--- src/odd_pkg.sv ---
/*
 * constants for the orientation detect and debounce block: register offsets,
 * field positions, reset values, fixed angle codes and rate/mode encodings.
 * assumes the register engine presents 8-bit addresses and 8-bit data.
 */
package odd_pkg;
	// register offsets
	localparam logic [7:0] ODD_STATUS_ADDR = 8'h10;
	localparam logic [7:0] ODD_CFG_ADDR = 8'h11;
	localparam logic [7:0] ODD_COUNT_ADDR = 8'h12;
	localparam logic [7:0] ODD_BFZ_ADDR = 8'h13;
	localparam logic [7:0] ODD_THS_ADDR = 8'h14;
	// field positions
	localparam int ODD_CFG_MODE_BIT = 7;
	localparam int ODD_CFG_EN_BIT = 6;
	// reset values
	localparam logic ODD_MODE_RST = 1'b1;
	localparam logic ODD_EN_RST = 1'b0;
	localparam logic [7:0] ODD_COUNT_RST = 8'h00;
	// fixed threshold codes
	localparam logic [1:0] ODD_BACK_FRONT_TRIP_ANGLE_CODE = 2'h1;
	localparam logic [2:0] ODD_Z_TILT_HOLD_ANGLE_CODE = 3'h4;
	localparam logic [4:0] ODD_THS_CODE = 5'h10;
	localparam logic [2:0] ODD_HYS_CODE = 3'h4;
	// fixed angles in degrees
	localparam logic [6:0] ODD_THS_DEG = 7'h2D;
	localparam logic [6:0] ODD_HYS_DEG = 7'h0E;
	localparam logic [6:0] ODD_Z_TILT_HOLD_ANGLE_DEG = 7'h1D;
	localparam logic [6:0] ODD_TRIP_TO_PORTRAIT = 7'(ODD_THS_DEG + ODD_HYS_DEG);
	localparam logic [6:0] ODD_TRIP_TO_LANDSCAPE = 7'(ODD_THS_DEG - ODD_HYS_DEG);
	// orientation result codes
	localparam logic [1:0] ODD_PORTRAIT_UP = 2'h0;
	localparam logic [1:0] ODD_PORTRAIT_DOWN = 2'h1;
	localparam logic [1:0] ODD_LANDSCAPE_RIGHT = 2'h2;
	localparam logic [1:0] ODD_LANDSCAPE_LEFT = 2'h3;
	// sample rate codes
	typedef enum logic [2:0] {
		ODD_RATE_800 = 3'h0,
		ODD_RATE_400 = 3'h1,
		ODD_RATE_200 = 3'h2,
		ODD_RATE_100 = 3'h3,
		ODD_RATE_50 = 3'h4,
		ODD_RATE_12P5 = 3'h5,
		ODD_RATE_6P25 = 3'h6,
		ODD_RATE_1P56 = 3'h7
	} odd_rate_e;
	// oversampling modes
	typedef enum logic [1:0] {
		ODD_OS_NORMAL = 2'h0,
		ODD_OS_LOW_NOISE = 2'h1,
		ODD_OS_HIGH_RES = 2'h2,
		ODD_OS_LOW_POWER = 2'h3
	} odd_os_e;
endpackage : odd_pkg

--- src/odd_orientation.sv ---
/*
 * orientation detect and debounce: configuration/threshold registers, the
 * portrait/landscape decision with hysteresis, the debounce counter and the
 * orientation status with its change flag.
 * assumes angle inputs, sample_tick and the register strobes come from logic
 * on the same clock; the serial register engine sits outside this block.
 */
`timescale 1ns/1ns
module odd_orientation
	import odd_pkg::*;
(
	// clock and reset
	input wire logic clk,
	input wire logic rst,
	// register access from the serial engine
	input wire logic [7:0] reg_addr,
	input wire logic reg_wr,
	input wire logic [7:0] reg_wdata,
	input wire logic reg_rd,
	output logic [7:0] reg_rdata,
	// sample stream and operating state
	input wire logic sample_tick,
	input wire logic active,
	input wire logic sleep_state,
	input wire logic [2:0] output_sample_rate,
	input wire logic [1:0] os_mode,
	// angle data per sample
	input wire logic [6:0] pl_angle_deg,
	input wire logic portrait_neg,
	input wire logic landscape_neg,
	input wire logic [6:0] z_tilt_deg,
	input wire logic back_beyond_trip,
	input wire logic over_limit,
	// status
	output logic [1:0] orientation_result,
	output logic back_front_result,
	output logic z_tilt_hold_flag,
	output logic orientation_change_flag
);
	logic debounce_counter_mode_reg, orientation_detect_enable_reg;
	logic [7:0] debounce_count_value_reg, rdata_reg;
	logic [8:0] deb_cnt_reg, deb_cnt_next, weight;
	logic [3:0] cand_reg, cand, reported;
	logic [1:0] orient_reg, cand_orient;
	logic first_reg, sleep_d_reg, bf_reg, lo_reg, flag_reg;
	logic [9:0] cnt_sum;
	logic cand_lo, run, eval, adopt, wake_edge, status_read;
	// samples weighted in time steps: weight = sample period / step, as a shift
	function automatic logic [3:0] odd_step_log2(input logic [2:0] rate, input logic [1:0] mode);
		logic [3:0] s;
		case (rate)
			ODD_RATE_800: s = 4'h0;
			ODD_RATE_400: s = 4'h1;
			ODD_RATE_200: s = 4'h2;
			ODD_RATE_100: s = 4'h3;
			ODD_RATE_50: s = 4'h4;
			ODD_RATE_12P5: s = (mode == ODD_OS_NORMAL) ? 4'h4 : 4'h6;
			default: s = (mode == ODD_OS_NORMAL) ? 4'h4 :
				(mode == ODD_OS_LOW_POWER) ? 4'h7 : 4'h6;
		endcase
		if (mode == ODD_OS_HIGH_RES && rate != ODD_RATE_800)
			s = 4'h1;
		return s;
	endfunction : odd_step_log2
	function automatic logic [3:0] odd_period_log2(input logic [2:0] rate);
		logic [3:0] p;
		case (rate)
			ODD_RATE_800: p = 4'h0;
			ODD_RATE_400: p = 4'h1;
			ODD_RATE_200: p = 4'h2;
			ODD_RATE_100: p = 4'h3;
			ODD_RATE_50: p = 4'h4;
			ODD_RATE_12P5: p = 4'h6;
			ODD_RATE_6P25: p = 4'h7;
			default: p = 4'h9;
		endcase
		return p;
	endfunction : odd_period_log2
	assign weight = 9'h001 << (odd_period_log2(output_sample_rate) -
		odd_step_log2(output_sample_rate, os_mode));
	assign run = orientation_detect_enable_reg && active;
	assign eval = run && sample_tick && !over_limit;
	assign wake_edge = sleep_state != sleep_d_reg;
	assign status_read = reg_rd && reg_addr == ODD_STATUS_ADDR;
	////////////////////////////////////////////////////////////////////////
	// candidate orientation
	// hysteresis: the trip depends on the side currently reported
	always_comb
	begin
		if (orient_reg[1])
			cand_orient = (pl_angle_deg >= ODD_TRIP_TO_PORTRAIT) ?
				{1'b0, portrait_neg} : {1'b1, landscape_neg};
		else
			cand_orient = (pl_angle_deg <= ODD_TRIP_TO_LANDSCAPE) ?
				{1'b1, landscape_neg} : {1'b0, portrait_neg};
	end
	assign cand_lo = z_tilt_deg > ODD_Z_TILT_HOLD_ANGLE_DEG;
	// under tilt hold only the hold flag may move
	assign cand = cand_lo ? {1'b1, bf_reg, orient_reg} :
		{1'b0, back_beyond_trip, cand_orient};
	assign reported = {lo_reg, bf_reg, orient_reg};
	////////////////////////////////////////////////////////////////////////
	// debounce counter
	assign cnt_sum = {1'b0, deb_cnt_reg} + {1'b0, weight};
	assign adopt = eval && cand != reported &&
		(first_reg || cnt_sum >= {2'h0, debounce_count_value_reg});
	always_comb
	begin
		deb_cnt_next = deb_cnt_reg;
		if (!run || wake_edge)
			deb_cnt_next = 9'h000;
		else if (eval)
		begin
			if (adopt)
				deb_cnt_next = 9'h000;
			else if (cand != reported && cand == cand_reg)
				deb_cnt_next = cnt_sum[9] ? 9'h1FF : cnt_sum[8:0];
			else if (cand != reported)
				deb_cnt_next = weight;
			else if (debounce_counter_mode_reg)
				deb_cnt_next = 9'h000;
			else
				deb_cnt_next = (deb_cnt_reg > weight) ? 9'(deb_cnt_reg - weight) : 9'h000;
		end
	end

	always_ff @(posedge clk or posedge rst)
	begin
		if (rst)
		begin
			deb_cnt_reg <= 9'h000;
			cand_reg <= 4'h0;
			sleep_d_reg <= 1'b0;
		end
		else
		begin
			deb_cnt_reg <= deb_cnt_next;
			sleep_d_reg <= sleep_state;
			// keep the pending candidate across dips so decrement mode resumes
			if (eval && cand != reported)
				cand_reg <= cand;
		end
	end

	////////////////////////////////////////////////////////////////////////
	// reported orientation and change flag
	always_ff @(posedge clk or posedge rst)
	begin
		if (rst)
		begin
			orient_reg <= ODD_PORTRAIT_UP;
			bf_reg <= 1'b0;
			lo_reg <= 1'b0;
			first_reg <= 1'b1;
		end
		else if (!run)
			first_reg <= 1'b1;
		else if (eval)
		begin
			first_reg <= 1'b0;
			if (adopt)
			begin
				lo_reg <= cand[3];
				bf_reg <= cand[2];
				orient_reg <= cand[1:0];
			end
		end
	end

	// a set in the same cycle as a status read wins over the clear
	always_ff @(posedge clk or posedge rst)
	begin
		if (rst)
			flag_reg <= 1'b0;
		else if (eval && (first_reg || adopt))
			flag_reg <= 1'b1;
		else if (status_read)
			flag_reg <= 1'b0;
	end

	////////////////////////////////////////////////////////////////////////
	// registers
	always_ff @(posedge clk or posedge rst)
	begin
		if (rst)
		begin
			debounce_counter_mode_reg <= ODD_MODE_RST;
			orientation_detect_enable_reg <= ODD_EN_RST;
			debounce_count_value_reg <= ODD_COUNT_RST;
		end
		else if (reg_wr)
		begin
			if (reg_addr == ODD_CFG_ADDR)
			begin
				debounce_counter_mode_reg <= reg_wdata[ODD_CFG_MODE_BIT];
				orientation_detect_enable_reg <= reg_wdata[ODD_CFG_EN_BIT];
			end
			else if (reg_addr == ODD_COUNT_ADDR)
				debounce_count_value_reg <= reg_wdata;
		end
	end

	always_ff @(posedge clk or posedge rst)
	begin
		if (rst)
			rdata_reg <= 8'h00;
		else if (reg_rd)
		begin
			if (reg_addr == ODD_STATUS_ADDR)
				rdata_reg <= {flag_reg, lo_reg, 3'h0, orient_reg, bf_reg};
			else if (reg_addr == ODD_CFG_ADDR)
				rdata_reg <= {debounce_counter_mode_reg, orientation_detect_enable_reg,
					6'h00};
			else if (reg_addr == ODD_COUNT_ADDR)
				rdata_reg <= debounce_count_value_reg;
			else if (reg_addr == ODD_BFZ_ADDR)
				rdata_reg <= {ODD_BACK_FRONT_TRIP_ANGLE_CODE, 3'h0, ODD_Z_TILT_HOLD_ANGLE_CODE};
			else if (reg_addr == ODD_THS_ADDR)
				rdata_reg <= {ODD_THS_CODE, ODD_HYS_CODE};
			else
				rdata_reg <= 8'h00;
		end
	end
	assign reg_rdata = rdata_reg;
	assign orientation_result = orient_reg;
	assign back_front_result = bf_reg;
	assign z_tilt_hold_flag = lo_reg;
	assign orientation_change_flag = flag_reg;
endmodule : odd_orientation

--- config.mk ---
export PLATFORM = sky130hd
export DESIGN_NAME = odd_orientation
export DESIGN_NICKNAME = d
export VERILOG_FILES = /design/src/odd_pkg.sv /design/src/odd_orientation.sv
export SDC_FILE = /design/constraint.sdc
export NUM_CORES = 1
export LEC_CHECK = 0
export BUFFER_PORTS_ARGS = -buffer_cell sky130_fd_sc_hd__buf_2
export CORE_UTILIZATION = 56
export CTS_CLUSTER_SIZE = 25
export DETAILED_ROUTE_END_ITERATION = 10
export PLACE_DENSITY = 0.91
export SLEW_MARGIN = 20
export SYNTH_ARGS = -nofsm -noshare
export SYNTH_HDL_FRONTEND = slang
export SYNTH_SLANG_ARGS = --single-unit
--- constraint.sdc ---
create_clock -name clk -period 4.7 [get_ports clk]
set_input_delay 0.235 -clock clk [delete_from_list [all_inputs] [get_ports clk]]
set_output_delay 0.235 -clock clk [all_outputs]
set_load 0.1 [all_outputs]
Word level (Yosys, flattened, before mapping):

Cells that the tools add are included.
W data, S select, Z words.

* flip-flop bits (word level): 38
* bits of input ports: 46
* output and inout port bits: 13
* logic and storage cells: 88

* add/subtract/negate cells: 3
* magnitude comparators: 5
* equality and inequality tests: 17
* shift-type cells: 1
* mux-type cells: 27
* bitwise logic cells: 1
* reductions and logical operators: 22

Operators with widths (count)
* $mux W9: 8
* $eq A8 B5 Y1 const B: 5
* $mux W8: 5
* $pmux W4 S7: 1
* $pmux W3 S6: 1
* $add A9 B9 Y10: 1
* $ge A10 B8 Y1: 1
* $mux W2: 5
* $eq A3 B3 Y1 const B: 3
* $gt A9 B9 Y1: 1
* $logic_and A1 B1 Y1: 9
* $shl A1 B4 Y9 const A: 1
* $sub A9 B9 Y9: 1
* $mux W4: 2
* $ge A7 B6 Y1 const B: 1
* $gt A7 B5 Y1 const B: 1
* $le A7 B5 Y1 const B: 1
* $eq A3 B2 Y1 const B: 2
* $reduce_and A3 Y1: 2
* $mux W1: 5
* $eq A2 B2 Y1 const B: 2
* $eq A4 B4 Y1: 1
* $ne A4 B4 Y1: 1
* $reduce_bool A2 Y1: 2
* 11 further kinds: 14

Logic depth before layout (Yosys ltp):

* depth in word-level cells: 15
* depth in mapped cells: 26

Least setup slack after synthesis:

Ideal clock, no wire load.

* path kind: in2reg
* from: in output_sample_rate[2]
* to: reg bf_reg, in the netlist back_front_result
* setup time: 126 ps
* arrival time: 4879 ps
* path slack: -305 ps
* cell stages on the path: 23
* path buffers: 2
* path through: clkbuf_1 -> maj3_1 -> nand2_1 -> o21ai_0 -> ha_1 -> fa_1 -> xnor2_1 -> nand4b_1 -> ha_1 -> clkbuf_1 -> inv_1 -> a22oi_1 -> nand2_1 -> or2_2 -> xnor2_1 -> ha_1 -> nand3_1 -> nand4b_1 -> a41oi_1 -> a21oi_1 -> nor2_1 -> nor3_1 -> mux2_2

* cells in the longest elaborated chain, start to end: 10
* elaborated cells between the ends (all ways): 19

Ends and longest elaborated chain
* start, declared: line odd_orientation.sv:25 `input wire logic [2:0] output_sample_rate,`
* $eq A3 B3 Y1, or another cell as far along: line odd_orientation.sv:51, odd_orientation.sv:67
* $pmux W3 S6 / $logic_and A1 B1 Y1 (equally long branches): line odd_orientation.sv:51, odd_orientation.sv:61
* $mux W4: line odd_orientation.sv:61 `if (mode == ODD_OS_HIGH_RES && rate != ODD_RATE_800)`
* $sub A4 B4 Y4 *: line odd_orientation.sv:79 `assign weight = 9'h001 << (odd_period_log2(output_sample_rate) -`
* $shl A1 B4 Y9 *: line odd_orientation.sv:79
* $add A9 B9 Y10 *: line odd_orientation.sv:104 `assign cnt_sum = {1'b0, deb_cnt_reg} + {1'b0, weight};`
* $ge A10 B8 Y1 *: line odd_orientation.sv:106 `(first_reg || cnt_sum >= {2'h0, debounce_count_value_reg});`
* $logic_or A1 B1 Y1 *: line odd_orientation.sv:106
* $logic_and A1 B1 Y1 *: line odd_orientation.sv:105 `assign adopt = eval && cand != reported &&`
* $reduce_and A3 Y1 (no line) *
* end signal, assigned: line odd_orientation.sv:164 `bf_reg <= cand[2];`
* end, declared: line odd_orientation.sv:45 `logic first_reg, sleep_d_reg, bf_reg, lo_reg, flag_reg;`

Every way passes the cells marked *; elsewhere a longest branch is shown, timed or not.
A chain may end at the register's enable or synchronous reset.

Worst setup path after layout:

* from: in os_mode[0]
* to: reg deb_cnt_reg[1]

* cells in the longest elaborated chain, start to end: 15
* elaborated cells between the ends (all ways): 25

Ends and longest elaborated chain
* start, declared: line odd_orientation.sv:26 `input wire logic [1:0] os_mode,`
* $eq A2 B2 Y1: line odd_orientation.sv:59 `(mode == ODD_OS_LOW_POWER) ? 4'h7 : 4'h6;`
* $mux W1: line odd_orientation.sv:59
* $mux W2: line odd_orientation.sv:58 `default: s = (mode == ODD_OS_NORMAL) ? 4'h4 :`
* $pmux W3 S6: line odd_orientation.sv:51 `case (rate)`
* $mux W4 *: line odd_orientation.sv:61
* $sub A4 B4 Y4 *: line odd_orientation.sv:79
* $shl A1 B4 Y9 *: line odd_orientation.sv:79
* branches (longest 5 deep; another with $add A9 B9 Y10)
* $mux W9 *: line odd_orientation.sv:114 `if (adopt)`
* $mux W9 *: line odd_orientation.sv:112 `else if (eval)`
* $mux W9 *: line odd_orientation.sv:110 `if (!run || wake_edge)`
* end signal, assigned: line odd_orientation.sv:137 `deb_cnt_reg <= deb_cnt_next;`
* end, declared: line odd_orientation.sv:42 `logic [8:0] deb_cnt_reg, deb_cnt_next, weight;`

Every way passes the cells marked *. The select of a mux whose other input is x is not followed.

==> qor.yml <==
rows: 28
final_util_pct: 76.3
status: "finished with violations"
vias: 3876
die_area_um2: 6560
critPathKind: "in -> reg"
cp.arrival_ps: 5010
start_kind: "primary input"
cts_tree: "built"
grt_pass1_vias: 3593
hold_ws_ps: 64.1
ys_warn_count: 0
antenna_found_initial: 0
power.total_uw: 1150
seqPwrFrac_pct: 31.1
num_antenna_cells: 0
combPwrFrac_pct: 44.5
die_h_um: 81.0
fin_ws_ps: -110
clock.fmax_ghz: 0.208
cts_hold_buf: 0
largest_reg_flops: 9
htree_levels: 2
violations: "setup timing"
worstHoldStart: "sleep_state"
async_flop_share_pct: 100
synth-edff-count: 0
post_drt_wl_per_cell_um: 19.4
die-width_um: 81.0
syn_to_final_growth_pct: 30.1
route.detailed.drc: 0
nets: 595
slew_violations: 0
via_per_inst: 6.55
r2r_start: "deb_cnt_reg[1]"
drt_iter0_drc: 559
ys_seq_area_share_pct: 27.3
syn-num-nets: 499
dp_hpwl_um: 7780
hold_path_class: "in -> reg"
vdd_drop_max_mv: 0.219
grt_overflow_total: 0
switching_share_pct: 38.4
num_io_pins: 59
ys_types: 67
drive_gt1_share_pct: 33.1
p_per_area_nw_per_um2: 252
nFillCells: 377
ant_nets: 0
cts.path.max_buffers: 2
synth_cells: 420
syn_area_per_cell_um2: 8.32
coreArea_um2: 5960
relSlewSlack_pct: 42.7
synth-seq-cells: 38
grt_usage_pct: 32.9
skew_ps: 4.75
worst_slew_pin_slew_ps: 857
root_buffer: "clkbuf_8"
drt_first_pass_iters: 6
power.net_switching_uw: 440
fin_crit_ps: 4810
p_int_uw: 707
worstPathMaxFanout: 8
place.gp.congestion: 0.937
routed_wl_um: 11500
fin_crit_sh_pct: 102
ys.flop_type: "dfrtp_1"
max_cap_viol_count: 0
initial_core_util_pct: 58.7
grt_max_degree: 39
place_area_um2: 4120
hold_viol: 0
netlist_area_um2: 3490
cts_inserted_buffers: 5
p_leak_uw: 0.00218
cp.required_ps: 4900
pre_cts_ws_ps: -394
path_clk_slew_ps: 70
fin_area_um2: 4550
end_kind: "flip-flop"
clockPowerShare_pct: 24.4
cts_sinks: 38
grt_pass1_wl_um: 16400
cp-startpoint: "os_mode[0]"
port_buffers: 57
clk_latency_ps: 300
finalSetupViolCount: 11
-- stage by stage --
stage	instances	TNS (ps)
4_1_cts	585	0
6_report	592	-682
3_3_place_gp	577	-958
5_1_grt	592	-2620
3_5_place_dp	577	-3950
2_1_floorplan	420	0
-- worst paths after layout --
kind / endpoint / slack, ps / depth (start not counted)
max: deb_cnt_reg[1] / -110 / 23
min: sleep_d_reg / 60 / 1
max reg2reg: deb_cnt_reg[1] / 1110 / 14
min reg2reg: reg_rdata[4] / 500 / 1
max in group asynchronous: first_reg / 4270 / 3
min in group asynchronous: reg_rdata[2] / 70 / 3
-- area by class of cell --
type                    instances  area, µm²  share of cell area, %
well taps                      75       93.8                   2.06
clock inverters                 3       40.0                  0.881
repair buffers                102        623                   13.7
inverters                      34        128                   2.81
multi-input cells             335       2640                   58.1
clock buffers                   5       68.8                   1.51
flip-flops and latches         38        953                   21.0
-- power groups by stage --
stage	Sequential, µW	Clock [µW]	Combinational (µW)
final	357	280	510
after CTS	356	279	442
after detailed placement	362	0	437
after global routing	358	295	545
after floorplan	395	0	258
after global placement	362	0	423
-- cells in the mapped netlist, drive strengths merged, types with 5 or more instances --
| library cell | count | area share (%) |
|---|---|---|
| a21o | 6 | 1.3 |
| nand3 | 7 | 1.0 |
| clkbuf | 10 | 1.1 |
| nand4 | 9 | 1.8 |
| and2 | 5 | 0.90 |
| dfrtp | 36 | 26 |
| nor3b | 5 | 1.1 |
| ha | 30 | 11 |
| nor2b | 11 | 2.0 |
| a21oi | 19 | 2.7 |
| xor2 | 5 | 1.3 |
| nand2 | 37 | 4.2 |
| nor2 | 29 | 3.4 |
| nor3 | 16 | 2.3 |
| o31ai | 10 | 2.1 |
| a221o | 5 | 1.4 |
| or2 | 5 | 0.90 |
| a22oi | 11 | 2.4 |
| mux2 | 5 | 1.6 |
| o21ai | 29 | 4.2 |
| nor4 | 13 | 2.3 |
| inv | 33 | 3.5 |
| xnor2 | 11 | 2.8 |
-- repair_timing --
| item | in CTS | in global routing |
|---|---|---|
| endpoints found under the setup margin | 10 | 14 |
| gates resized for setup | 4 | 44 |
| cloned | 0 | 0 |
| setup buffers | 0 | 7 |
| pin swaps | 0 | 27 |
-- layer usage --
layer | global-route usage (%) | up-vias | part of all wire [%]
li1 | - | 1738 | -
met1 | 41.6 | 1854 | 40
met2 | 54.9 | 239 | 50
met3 | 6.07 | 45 | 7.2
met4 | 13.9 | 0 | 3.5
met5 | 0 | - | 0
-- placed cells by master (no fill, tap or decap), types with 5 or more instances in the layout --
cell type   n
nor4_1     12
ha_4        5
mux2_2      5
nor2_1     27
a22oi_1    10
o21ai_0    26
buf_4      45
nand4_1     8
nand2_1    34
nor3_1     14
clkbuf_8    5
a221o_1     5
dfrtp_1    36
xnor2_1     8
a21oi_1    16
ha_1       22
inv_1      32
buf_2      57
nand3_1     7
nor2b_1     8
a21o_1      6
o31ai_4     5
-- critical path, cell delays in order --
cell	delay, ps
buf_2	100
inv_2	40
maj3_2	310
nand2_2	60
o21ai_1	70
ha_2	210
fa_2	600
nor2b_4	170
nand4_1	210
ha_4	360
nor2b_2	50
o211ai_1	260
nand2_1	150
or2_4	300
xnor2_4	220
ha_4	240
a21oi_2	150
nand4b_1	160
a41oi_2	200
a21oi_2	70
o211ai_1	340
nand2_4	220
o31ai_2	250
-- logic make-up after synthesis --
group | after synthesis | share of synthesized area, %
and+or+nand+nor | 159 | 24.8
AOI/OAI and AO/OA | 118 | 23.2
buffers and inverters | 47 | 5.34
DFF | 38 | 27.3
adders and majority gates | 34 | 12.8
xor gates and xnor gates | 16 | 4.01
muxes | 8 | 2.58
(Power assumes the default switching activity.)
